## src/hw/cpu_exc_pkg.sv

```systemverilog
/*
 * Shared constants and types for the exception sequencer of the 16-bit core.
 * Assumes a 16-bit address bus, 8-bit accumulators and an 8-bit condition code.
 */
package cpu_exc_pkg;

   // ************************************************************
   // Widths and steps
   // ************************************************************
   localparam int          ADDR_W    = 16;
   localparam int          ACC_W     = 8;
   localparam int          COND_W    = 8;
   localparam logic [15:0] WORD_STEP = 16'h0002;
   localparam logic [15:0] BYTE_STEP = 16'h0001;
   localparam logic [15:0] ADDR_ZERO = 16'h0000;

   // ************************************************************
   // Condition code field positions and reset value
   // ************************************************************
   localparam int         COND_STOP_BIT = 7;
   localparam int         COND_XMASK_BIT = 6;
   localparam int         COND_IMASK_BIT = 4;
   localparam logic [7:0] COND_RESET     = 8'hd0;

   // Shared vector of all unimplemented second-page opcodes
   localparam logic [15:0] TRAP_VECTOR = 16'hfff8;

   // Reset refills the queue with this many program-word fetches after the first
   localparam logic [1:0] FETCH_LAST = 2'h2;

   typedef enum logic [2:0] {
      CAUSE_NONE,
      CAUSE_RESET,
      CAUSE_IRQ,
      CAUSE_NMI,
      CAUSE_SWTRAP,
      CAUSE_UNIMP
   } cause_t;

   typedef enum logic [3:0] {
      S_IDLE,
      S_VECTOR,
      S_RST_MASK,
      S_RST_FETCH,
      S_PUSH_RET,
      S_FETCH1,
      S_PUSH_Y,
      S_PUSH_X,
      S_FETCH2,
      S_PUSH_D,
      S_PUSH_CC,
      S_FETCH3
   } state_t;

endpackage

```

## src/hw/cpu_exception_sequencer.sv

```systemverilog
/*
 * Cycle-level exception sequencer: reset, interrupts, software trap and
 * unimplemented-opcode trap, with vector fetch, stacking and queue refill.
 * Assumes the integration module drives the vector address onto the bus
 * while vectorReq is high and that memory returns read data in the same cycle.
 */
`timescale 1ns/1ps

// Contract
// - Software trap starts unconditionally, sets I
// - After trap, maskable inhibited until I cleared
// - Same first cycle, then two paths: reset and stacking
// - First cycle fetches vector from table
// - Fetched vector used from third cycle only
// - Vector request asserted, core drives no address
// - Reset cycle two sets S, X, I
// - Reset: three fetches from vector, then run
// - Cycle two pushes 16-bit return address
// - Interrupt return is next unexecuted instruction
// - Trap return is address after opcode
// - Cycle three is first queue refill fetch
// - Cycle four pushes Y, five pushes X
// - Cycle six fetches, joins B:A
// - Cycle seven pushes B:A word
// - Cycle eight pushes condition code, updates masks
// - Non-maskable sets X and I, others I
// - Cycle nine fetches third word, ends
// - Unimplemented opcodes share one fixed vector
// - Frame: cc, B:A+1, X+3, Y+5, return+7
module cpu_exception_sequencer
   import cpu_exc_pkg::*;
(
   input  wire logic                         mclk,          // Core clock, 40 MHz
   input  wire logic                         reset_n,       // Async reset, active low
   input  wire logic                         instrEnd,      // Instruction boundary pulse
   input  wire logic                         swTrapExec,    // Software trap at boundary
   input  wire logic                         unimpExec,     // Unimplemented opcode
   input  wire logic                         irqPending,    // Maskable request
   input  wire logic                         nmiPinN,       // Non-maskable request, low
   input  wire logic [cpu_exc_pkg::ADDR_W-1:0] nextPc,      // Next instruction address
   input  wire logic [cpu_exc_pkg::ADDR_W-1:0] opNextPc,    // Address after opcode
   input  wire logic [cpu_exc_pkg::ACC_W-1:0]  regA,        // Accumulator A
   input  wire logic [cpu_exc_pkg::ACC_W-1:0]  regB,        // Accumulator B
   input  wire logic [cpu_exc_pkg::ADDR_W-1:0] regX,        // Index X
   input  wire logic [cpu_exc_pkg::ADDR_W-1:0] regY,        // Index Y
   input  wire logic [cpu_exc_pkg::ADDR_W-1:0] spIn,        // Stack pointer now
   input  wire logic                         condWrite,     // Core writes condition code
   input  wire logic [cpu_exc_pkg::COND_W-1:0] condWriteData, // Value from core or restore
   input  wire logic [cpu_exc_pkg::ADDR_W-1:0] busRdData,   // Memory read data
   output logic [cpu_exc_pkg::ADDR_W-1:0]      busAddr,     // Address driven by core
   output logic                              busAddrEn,     // Core drives address
   output logic                              busRead,       // Read cycle
   output logic                              busWrite,      // Write cycle
   output logic                              busByte,       // Write is one byte
   output logic [cpu_exc_pkg::ADDR_W-1:0]      busWdata,    // Write data
   output logic                              vectorReq,     // Vector fetch request
   output cpu_exc_pkg::cause_t               excCause,      // Cause of current exception
   output logic                              queueLoad,     // Read data enters queue
   output logic                              execStart,     // Start instruction pulse
   output logic                              excBusy,       // Sequence running
   output logic                              spLoad,        // Load spOut into SP pulse
   output logic [cpu_exc_pkg::ADDR_W-1:0]      spOut,       // Stack pointer after frame
   output logic [cpu_exc_pkg::ADDR_W-1:0]      pcOut,       // Next queue fetch address
   output logic [cpu_exc_pkg::COND_W-1:0]      condCode     // Condition code register
);
   import cpu_exc_pkg::*;

   // ************************************************************
   // State
   // ************************************************************
   state_t              state;
   state_t              next_state;
   cause_t              selCause;
   logic                take;
   logic [ADDR_W-1:0]   selRet;
   logic [ADDR_W-1:0]   retAddr;
   logic [ADDR_W-1:0]   vecAddr;
   logic [ADDR_W-1:0]   fetchPtr;
   logic [ADDR_W-1:0]   spWork;
   logic [ADDR_W-1:0]   accWord;
   logic [1:0]          fetchCnt;

   logic [ADDR_W-1:0]   next_busAddr;
   logic                next_busAddrEn;
   logic                next_busRead;
   logic                next_busWrite;
   logic                next_busByte;
   logic [ADDR_W-1:0]   next_busWdata;
   logic                next_vectorReq;
   logic                next_queueLoad;
   logic                next_execStart;
   logic                next_spLoad;
   logic [ADDR_W-1:0]   next_spWork;
   logic [ADDR_W-1:0]   next_fetchPtr;

   exc_path_select u_select (
      .instrEnd   (instrEnd),
      .swTrap     (swTrapExec),
      .unimp      (unimpExec),
      .irqPending (irqPending),
      .nmiPending (!nmiPinN),
      .maskI      (condCode[COND_IMASK_BIT]),
      .maskX      (condCode[COND_XMASK_BIT]),
      .nextPc     (nextPc),
      .opNextPc   (opNextPc),
      .take       (take),
      .cause      (selCause),
      .retAddr    (selRet)
   );

   // ************************************************************
   // Sequencing and bus cycle of the next state
   // ************************************************************
   always_comb begin
      next_state     = state;
      next_busAddr   = ADDR_ZERO;
      next_busAddrEn = 1'b0;
      next_busRead   = 1'b0;
      next_busWrite  = 1'b0;
      next_busByte   = 1'b0;
      next_busWdata  = ADDR_ZERO;
      next_vectorReq = 1'b0;
      next_queueLoad = 1'b0;
      next_execStart = 1'b0;
      next_spLoad    = 1'b0;
      next_spWork    = spWork;
      next_fetchPtr  = fetchPtr;
      case (state)
         S_IDLE: begin
            if (take) begin
               // Same vector cycle for every cause; address left to integration
               next_state     = S_VECTOR;
               next_vectorReq = 1'b1;
               next_busRead   = 1'b1;
               next_spWork    = spIn;
            end
         end
         S_VECTOR: begin
            if (excCause == CAUSE_RESET) begin
               next_state = S_RST_MASK;
            end else begin
               next_state     = S_PUSH_RET;
               next_spWork    = spWork - WORD_STEP;
               next_busAddr   = spWork - WORD_STEP;
               next_busAddrEn = 1'b1;
               next_busWrite  = 1'b1;
               next_busWdata  = retAddr;
            end
         end
         S_RST_MASK: begin
            // Vector is latched; third cycle is the first to use it
            next_state     = S_RST_FETCH;
            next_busAddr   = vecAddr;
            next_busAddrEn = 1'b1;
            next_busRead   = 1'b1;
            next_queueLoad = 1'b1;
            next_fetchPtr  = vecAddr + WORD_STEP;
         end
         S_RST_FETCH: begin
            if (fetchCnt == FETCH_LAST) begin
               next_state     = S_IDLE;
               next_execStart = 1'b1;
            end else begin
               next_busAddr   = fetchPtr;
               next_busAddrEn = 1'b1;
               next_busRead   = 1'b1;
               next_queueLoad = 1'b1;
               next_fetchPtr  = fetchPtr + WORD_STEP;
            end
         end
         S_PUSH_RET: begin
            next_state     = S_FETCH1;
            next_busAddr   = vecAddr;
            next_busAddrEn = 1'b1;
            next_busRead   = 1'b1;
            next_queueLoad = 1'b1;
            next_fetchPtr  = vecAddr + WORD_STEP;
         end
         S_FETCH1: begin
            next_state     = S_PUSH_Y;
            next_spWork    = spWork - WORD_STEP;
            next_busAddr   = spWork - WORD_STEP;
            next_busAddrEn = 1'b1;
            next_busWrite  = 1'b1;
            next_busWdata  = regY;
         end
         S_PUSH_Y: begin
            next_state     = S_PUSH_X;
            next_spWork    = spWork - WORD_STEP;
            next_busAddr   = spWork - WORD_STEP;
            next_busAddrEn = 1'b1;
            next_busWrite  = 1'b1;
            next_busWdata  = regX;
         end
         S_PUSH_X: begin
            next_state     = S_FETCH2;
            next_busAddr   = fetchPtr;
            next_busAddrEn = 1'b1;
            next_busRead   = 1'b1;
            next_queueLoad = 1'b1;
            next_fetchPtr  = fetchPtr + WORD_STEP;
         end
         S_FETCH2: begin
            next_state     = S_PUSH_D;
            next_spWork    = spWork - WORD_STEP;
            next_busAddr   = spWork - WORD_STEP;
            next_busAddrEn = 1'b1;
            next_busWrite  = 1'b1;
            next_busWdata  = accWord;
         end
         S_PUSH_D: begin
            // Condition code is a single byte, so the pointer moves by one
            next_state     = S_PUSH_CC;
            next_spWork    = spWork - BYTE_STEP;
            next_busAddr   = spWork - BYTE_STEP;
            next_busAddrEn = 1'b1;
            next_busWrite  = 1'b1;
            next_busByte   = 1'b1;
            next_busWdata  = {8'h00, condCode};
         end
         S_PUSH_CC: begin
            next_state     = S_FETCH3;
            next_busAddr   = fetchPtr;
            next_busAddrEn = 1'b1;
            next_busRead   = 1'b1;
            next_queueLoad = 1'b1;
            next_fetchPtr  = fetchPtr + WORD_STEP;
         end
         S_FETCH3: begin
            next_state     = S_IDLE;
            next_execStart = 1'b1;
            next_spLoad    = 1'b1;
         end
         default: begin
            next_state = S_IDLE;
         end
      endcase
   end

   // ************************************************************
   // State register; reset enters the sequence at the vector cycle
   // ************************************************************
   always_ff @(posedge mclk or negedge reset_n) begin
      if (!reset_n) begin
         state <= S_VECTOR;
      end else begin
         state <= next_state;
      end
   end

   // ************************************************************
   // Bus and control outputs, one cycle per state
   // ************************************************************
   always_ff @(posedge mclk or negedge reset_n) begin
      if (!reset_n) begin
         busAddr   <= ADDR_ZERO;
         busAddrEn <= 1'b0;
         busRead   <= 1'b1;
         busWrite  <= 1'b0;
         busByte   <= 1'b0;
         busWdata  <= ADDR_ZERO;
         vectorReq <= 1'b1;
         queueLoad <= 1'b0;
         execStart <= 1'b0;
         spLoad    <= 1'b0;
      end else begin
         busAddr   <= next_busAddr;
         busAddrEn <= next_busAddrEn;
         busRead   <= next_busRead;
         busWrite  <= next_busWrite;
         busByte   <= next_busByte;
         busWdata  <= next_busWdata;
         vectorReq <= next_vectorReq;
         queueLoad <= next_queueLoad;
         execStart <= next_execStart;
         spLoad    <= next_spLoad;
      end
   end

   always_ff @(posedge mclk or negedge reset_n) begin
      if (!reset_n) begin
         excBusy <= 1'b1;
      end else begin
         excBusy <= (next_state != S_IDLE);
      end
   end

   // ************************************************************
   // Cause and return address caught at the boundary
   // ************************************************************
   always_ff @(posedge mclk or negedge reset_n) begin
      if (!reset_n) begin
         excCause <= CAUSE_RESET;
         retAddr  <= ADDR_ZERO;
      end else if (state == S_IDLE && take) begin
         excCause <= selCause;
         retAddr  <= selRet;
      end
   end

   // ************************************************************
   // Vector, queue pointer, stack pointer and B:A word
   // ************************************************************
   always_ff @(posedge mclk or negedge reset_n) begin
      if (!reset_n) begin
         vecAddr <= ADDR_ZERO;
      end else if (state == S_VECTOR) begin
         vecAddr <= busRdData;
      end
   end

   always_ff @(posedge mclk or negedge reset_n) begin
      if (!reset_n) begin
         fetchPtr <= ADDR_ZERO;
         spWork   <= ADDR_ZERO;
      end else begin
         fetchPtr <= next_fetchPtr;
         spWork   <= next_spWork;
      end
   end

   always_ff @(posedge mclk or negedge reset_n) begin
      if (!reset_n) begin
         fetchCnt <= 2'h0;
      end else if (state == S_RST_FETCH) begin
         fetchCnt <= fetchCnt + 2'h1;
      end else begin
         fetchCnt <= 2'h0;
      end
   end

   always_ff @(posedge mclk or negedge reset_n) begin
      if (!reset_n) begin
         accWord <= ADDR_ZERO;
      end else if (state == S_PUSH_X) begin
         // Joined entering the second refill fetch so the next push sees it
         accWord <= {regB, regA};
      end
   end

   always_ff @(posedge mclk or negedge reset_n) begin
      if (!reset_n) begin
         spOut <= ADDR_ZERO;
         pcOut <= ADDR_ZERO;
      end else begin
         spOut <= next_spWork;
         pcOut <= next_fetchPtr;
      end
   end

   // ************************************************************
   // Condition code: sequencer mask updates win over core writes
   // ************************************************************
   always_ff @(posedge mclk or negedge reset_n) begin
      if (!reset_n) begin
         condCode <= COND_RESET;
      end else if (state == S_RST_MASK) begin
         condCode[COND_STOP_BIT]  <= 1'b1;
         condCode[COND_XMASK_BIT] <= 1'b1;
         condCode[COND_IMASK_BIT] <= 1'b1;
      end else if (state == S_PUSH_CC) begin
         // Update only after the old value has gone to the stack
         condCode[COND_IMASK_BIT] <= 1'b1;
         if (excCause == CAUSE_NMI) begin
            condCode[COND_XMASK_BIT] <= 1'b1;
         end
      end else if (condWrite) begin
         // X can be cleared by software but not set by it
         condCode <= condWriteData;
         condCode[COND_XMASK_BIT] <= condWriteData[COND_XMASK_BIT]
                                     & condCode[COND_XMASK_BIT];
      end
   end

endmodule

```

## src/hw/exc_path_select.sv

```systemverilog
/*
 * Chooses the exception to take at an instruction boundary and its return address.
 * Assumes boundary, trap and request flags are synchronous to the core clock.
 */
`timescale 1ns/1ps
module exc_path_select
   import cpu_exc_pkg::*;
(
   input  wire logic              instrEnd,    // Instruction boundary pulse
   input  wire logic              swTrap,      // Software trap instruction executing
   input  wire logic              unimp,       // Unimplemented opcode executing
   input  wire logic              irqPending,  // Maskable request pending
   input  wire logic              nmiPending,  // Non-maskable request pending
   input  wire logic              maskI,       // Maskable mask bit
   input  wire logic              maskX,       // Non-maskable mask bit
   input  wire logic [ADDR_W-1:0] nextPc,      // Next instruction address
   input  wire logic [ADDR_W-1:0] opNextPc,    // Address after trapping opcode
   output logic                   take,        // Start exception now
   output cause_t                 cause,       // Chosen cause
   output logic [ADDR_W-1:0]      retAddr      // Return address to stack
);

   always_comb begin
      take    = 1'b0;
      cause   = CAUSE_NONE;
      retAddr = nextPc;
      if (instrEnd) begin
         // Traps come from the instruction itself, so no mask can hold them
         if (swTrap) begin
            take    = 1'b1;
            cause   = CAUSE_SWTRAP;
            retAddr = opNextPc;
         end else if (unimp) begin
            take    = 1'b1;
            cause   = CAUSE_UNIMP;
            retAddr = opNextPc;
         end else if (nmiPending && !maskX) begin
            take  = 1'b1;
            cause = CAUSE_NMI;
         end else if (irqPending && !maskI) begin
            take  = 1'b1;
            cause = CAUSE_IRQ;
         end
      end
   end

endmodule

```

## config.mk

```make
export PLATFORM = sky130hd
export DESIGN_NAME = cpu_exception_sequencer
export DESIGN_NICKNAME = d
export VERILOG_FILES = /design/src/hw/cpu_exc_pkg.sv /design/src/hw/cpu_exception_sequencer.sv /design/src/hw/exc_path_select.sv
export SDC_FILE = /design/constraint.sdc
export NUM_CORES = 1
export LEC_CHECK = 0
export BUFFER_PORTS_ARGS = -buffer_cell sky130_fd_sc_hd__buf_2
export CORE_MARGIN = 3
export CORE_UTILIZATION = 57
export CTS_BUF_LIST = sky130_fd_sc_hd__clkbuf_8 sky130_fd_sc_hd__clkbuf_16
export DETAILED_ROUTE_END_ITERATION = 10
export PLACE_DENSITY = 0.89
export REMOVE_ABC_BUFFERS = 1
export SYNTH_ARGS = -nofsm -noshare
export SYNTH_HDL_FRONTEND = slang
export SYNTH_SLANG_ARGS = --single-unit
```

## constraint.sdc

```tcl
create_clock -name mclk -period 7.5 [get_ports mclk]
set_clock_uncertainty 0.1 [all_clocks]
set_input_delay 1.5 -clock mclk [delete_from_list [all_inputs] [get_ports mclk]]
set_output_delay 1.5 -clock mclk [all_outputs]
set_load 0.02 [all_outputs]
```

==> results.yml <==
floorplanning:
  rows: 41
  die-width_um: 120
  ioPinCount: 212
  die_area_um2: 14500
  start_util_pct: 58.6
  die_y_um: 120
  core_area_um2: 12700
synthesis:
  synth_edf_count: 0
  synth_cell_types: 86
  synthCells: 730
  yosysTopAreaCell: "dfrtp_1"
  ys_top_cells_by_area: "dfrtp_1 44%, mux2_2 5.9%, nand2_1 4.0%, mux2i_1 3.0%, dfstp_2 2.8%"
  synth_top_area_share_pct: 43.6
  ys.flop_type: "dfrtp_1"
  synth_area_per_cell_um2: 10.2
  async_flop_share_pct: 100
  synth_area_um2: 7460
  seq_area_frac_synth_pct: 46.4
  ys_seq_elements: 138
  ys_warn_count: 0
timing:
  slew_headroom_pct: 24.2
  rsz0062_at_grt: "false"
  finalHoldViolCount: 0
  finalSetupViolations: 0
  drv_slew: 0
  fin_tns_setup_ns: 0
  fmax_ghz: 0.243
  worstMarginPinSlew_ns: 1.14
  layout_worst_path_cycle_share_pct: 54.8
  period_minus_slack_ns: 4.11
cts:
  h-tree-depth: 4
  clock_sinks: 138
  clk-insertion-delay-late_ns: 0.42
  post_cts_buffers: 0
  cts_tree: "yes"
  root_buffer: "clkbuf_16"
  cts.clk_slew.worst_paths_ns: 0.06
  cts_buffers: 17
  hold_buffers: 0
  clock_path_buffers: 2
  ctsResizeCount: 0
worst_setup_path:
  crit_path_max_fanout: 29
  required_ns: 7.67
  worstSetupPathType: "flip-flop to flip-flop"
  cp-end-kind: "flip-flop"
  crit_path_start_kind: "flip-flop"
  rrSetupSlack_ns: 3.39
  crit_arrival_ns: 4.28
power:
  power_uw: 4500
  power_leakage_uw: 0.00424
  ir_worst_vdd_uv: 290
  powerDensity_nw_per_um2: 489
run_status:
  status: "finished clean"
cells_and_area:
  drive_gt1_share_pct: 34.9
  nNetsFinal: 1048
  syn2layout_area_growth_pct: 23.3
  layout_common_cells: "210 x buf_2, 130 x dfrtp_1, 80 x nand2_1, 39 x o21ai_0, 39 x mux2_2"
  fillCellCount: 919
  final_common_cell: "buf_2"
global_route:
  grt_pass1_vias: 6707
  grt_usage_pct: 31.4
  grt_max_degree: 85
  antenna_found_initial: 1
  grt_pass1_wl_mm: 35.2
  grt_overflow_total: 0
route:
  drtIter0Drc: 863
  ant_nets: 0
  vias: 7060
  avgViaCountPerCell: 6.41
  wire_per_inst_um: 20.7
  first_pass_iters: 8
  drc_errors: 0
  wl_mm: 22.8
job:
  drv_cap: 0
placed_design:
  portBuffers: 211
  gp_congestion: 0.959
  hpwl_mm: 15.8
hold_path:
  hp-class: "flip-flop to flip-flop"
## path summary, 6_finish.rpt
check                             from          end  cells after the start
setup / recovery              state[1]     spOut[4]                      6
hold / removal             fetchCnt[0]  fetchCnt[0]                      1
setup reg to reg              state[1]     spOut[4]                      6
hold reg to reg            fetchCnt[0]  fetchCnt[0]                      1
max in group asynchronous      reset_n   retAddr[4]                      2
min in group asynchronous      reset_n  vecAddr[13]                      1
## state kept, by name, indices dropped and copies added (netlist names), 2 cells and up
register and count:
vecAddr 16, fetchCnt 2, spOut 16, accWord 16
state 4, busAddr 16, busWdata 16, excCause 3
pcOut 16, retAddr 16, condCode 8
## cells in the mapped netlist (all sizes together), types with 3 or more instances
cell type  number
clkbuf         24
or4b            3
a221oi          7
a222oi          6
nand2b          5
a31oi          10
dfstp           8
a22o           10
nand3          27
o2bb2ai         3
o21a            3
nor3           18
nor4           16
mux2           39
a2bb2oi         3
or4             3
nand4          11
and3           10
or3             5
a22oi          19
o22ai           3
o21ai          45
nand2          80
a21oi          25
a311oi          5
and2            9
o2111ai         3
nor2b           4
nor2           33
a221o          11
dfrtp         130
ha              4
xnor2          21
inv            12
buf            28
nor3b           5
mux2i          22
xor2           19
o211ai          4
## through the flow
stage | hold WS, ns | instances | setup slack, ns | area (µm²) | utilization, %
after floorplan | 0.309 | 678 | 2.49 | 7210 | -
after global placement | 0.327 | 1069 | 3.64 | 8580 | 67.4
after detailed placement | 0.328 | 1069 | 3.57 | 8580 | 67.4
after CTS | 0.335 | 1101 | 3.54 | 9200 | 72.3
after global routing | 0.358 | 1102 | 3.19 | 9200 | 72.3
final | 0.332 | 1102 | 3.39 | 9200 | 72.3
## metal layers
| layer | vias to the layer above | global-route usage [%] | share of wire [%] |
|---|---|---|---|
| li1 | 3091 | - | - |
| met1 | 3365 | 39.3 | 37 |
| met2 | 502 | 48.0 | 47 |
| met3 | 102 | 10.9 | 11 |
| met4 | 0 | 16.4 | 4.9 |
| met5 | - | 0 | 0 |
## power breakdown
part	leakage (µW)	internal [µW]	switching (µW)
clock	0.000305	547	324
sequential	0.00167	1110	431
combinational	0.00227	823	1260
## worst max-delay path: stages, from the launching register on
cell and delay [ns]:
dfrtp_1 0.96, nand4bb_1 0.70, inv_2 0.47, nor4_4 0.96
a22oi_2 0.42, o22ai_1 0.27, a31oi_1 0.06
## layout make-up
cell class                      count  area [µm²]  area share (%)
Antenna cell                        1        2.50          0.0272
Clock buffer                       20         467            5.07
Clock inverter                     12         149            1.62
Inverter                           13        48.8           0.531
Multi-Input combinational cell    527        3730            40.6
Sequential cell                   138        3460            37.7
Tap cell                          172         215            2.34
Timing Repair Buffer              219        1120            12.2
## logic make-up (layout without fill, tap and decap cells)
| kind of cell | count (synthesis) | in the layout | synth area share [%] |
|---|---|---|---|
| adders and majority gates | 4 | 4 | 0.671 |
| buffers and inverters | 65 | 264 | 3.99 |
| and+or+nand+nor | 241 | 241 | 17.7 |
| DFF | 138 | 138 | 46.4 |
| AOI/OAI and AO/OA | 181 | 181 | 17.7 |
| other | 0 | 1 | 0 |
| muxes | 61 | 61 | 8.84 |
| xor gates and xnor gates | 40 | 40 | 4.70 |
No activity file was read; power rests on OpenSTA's default activity.
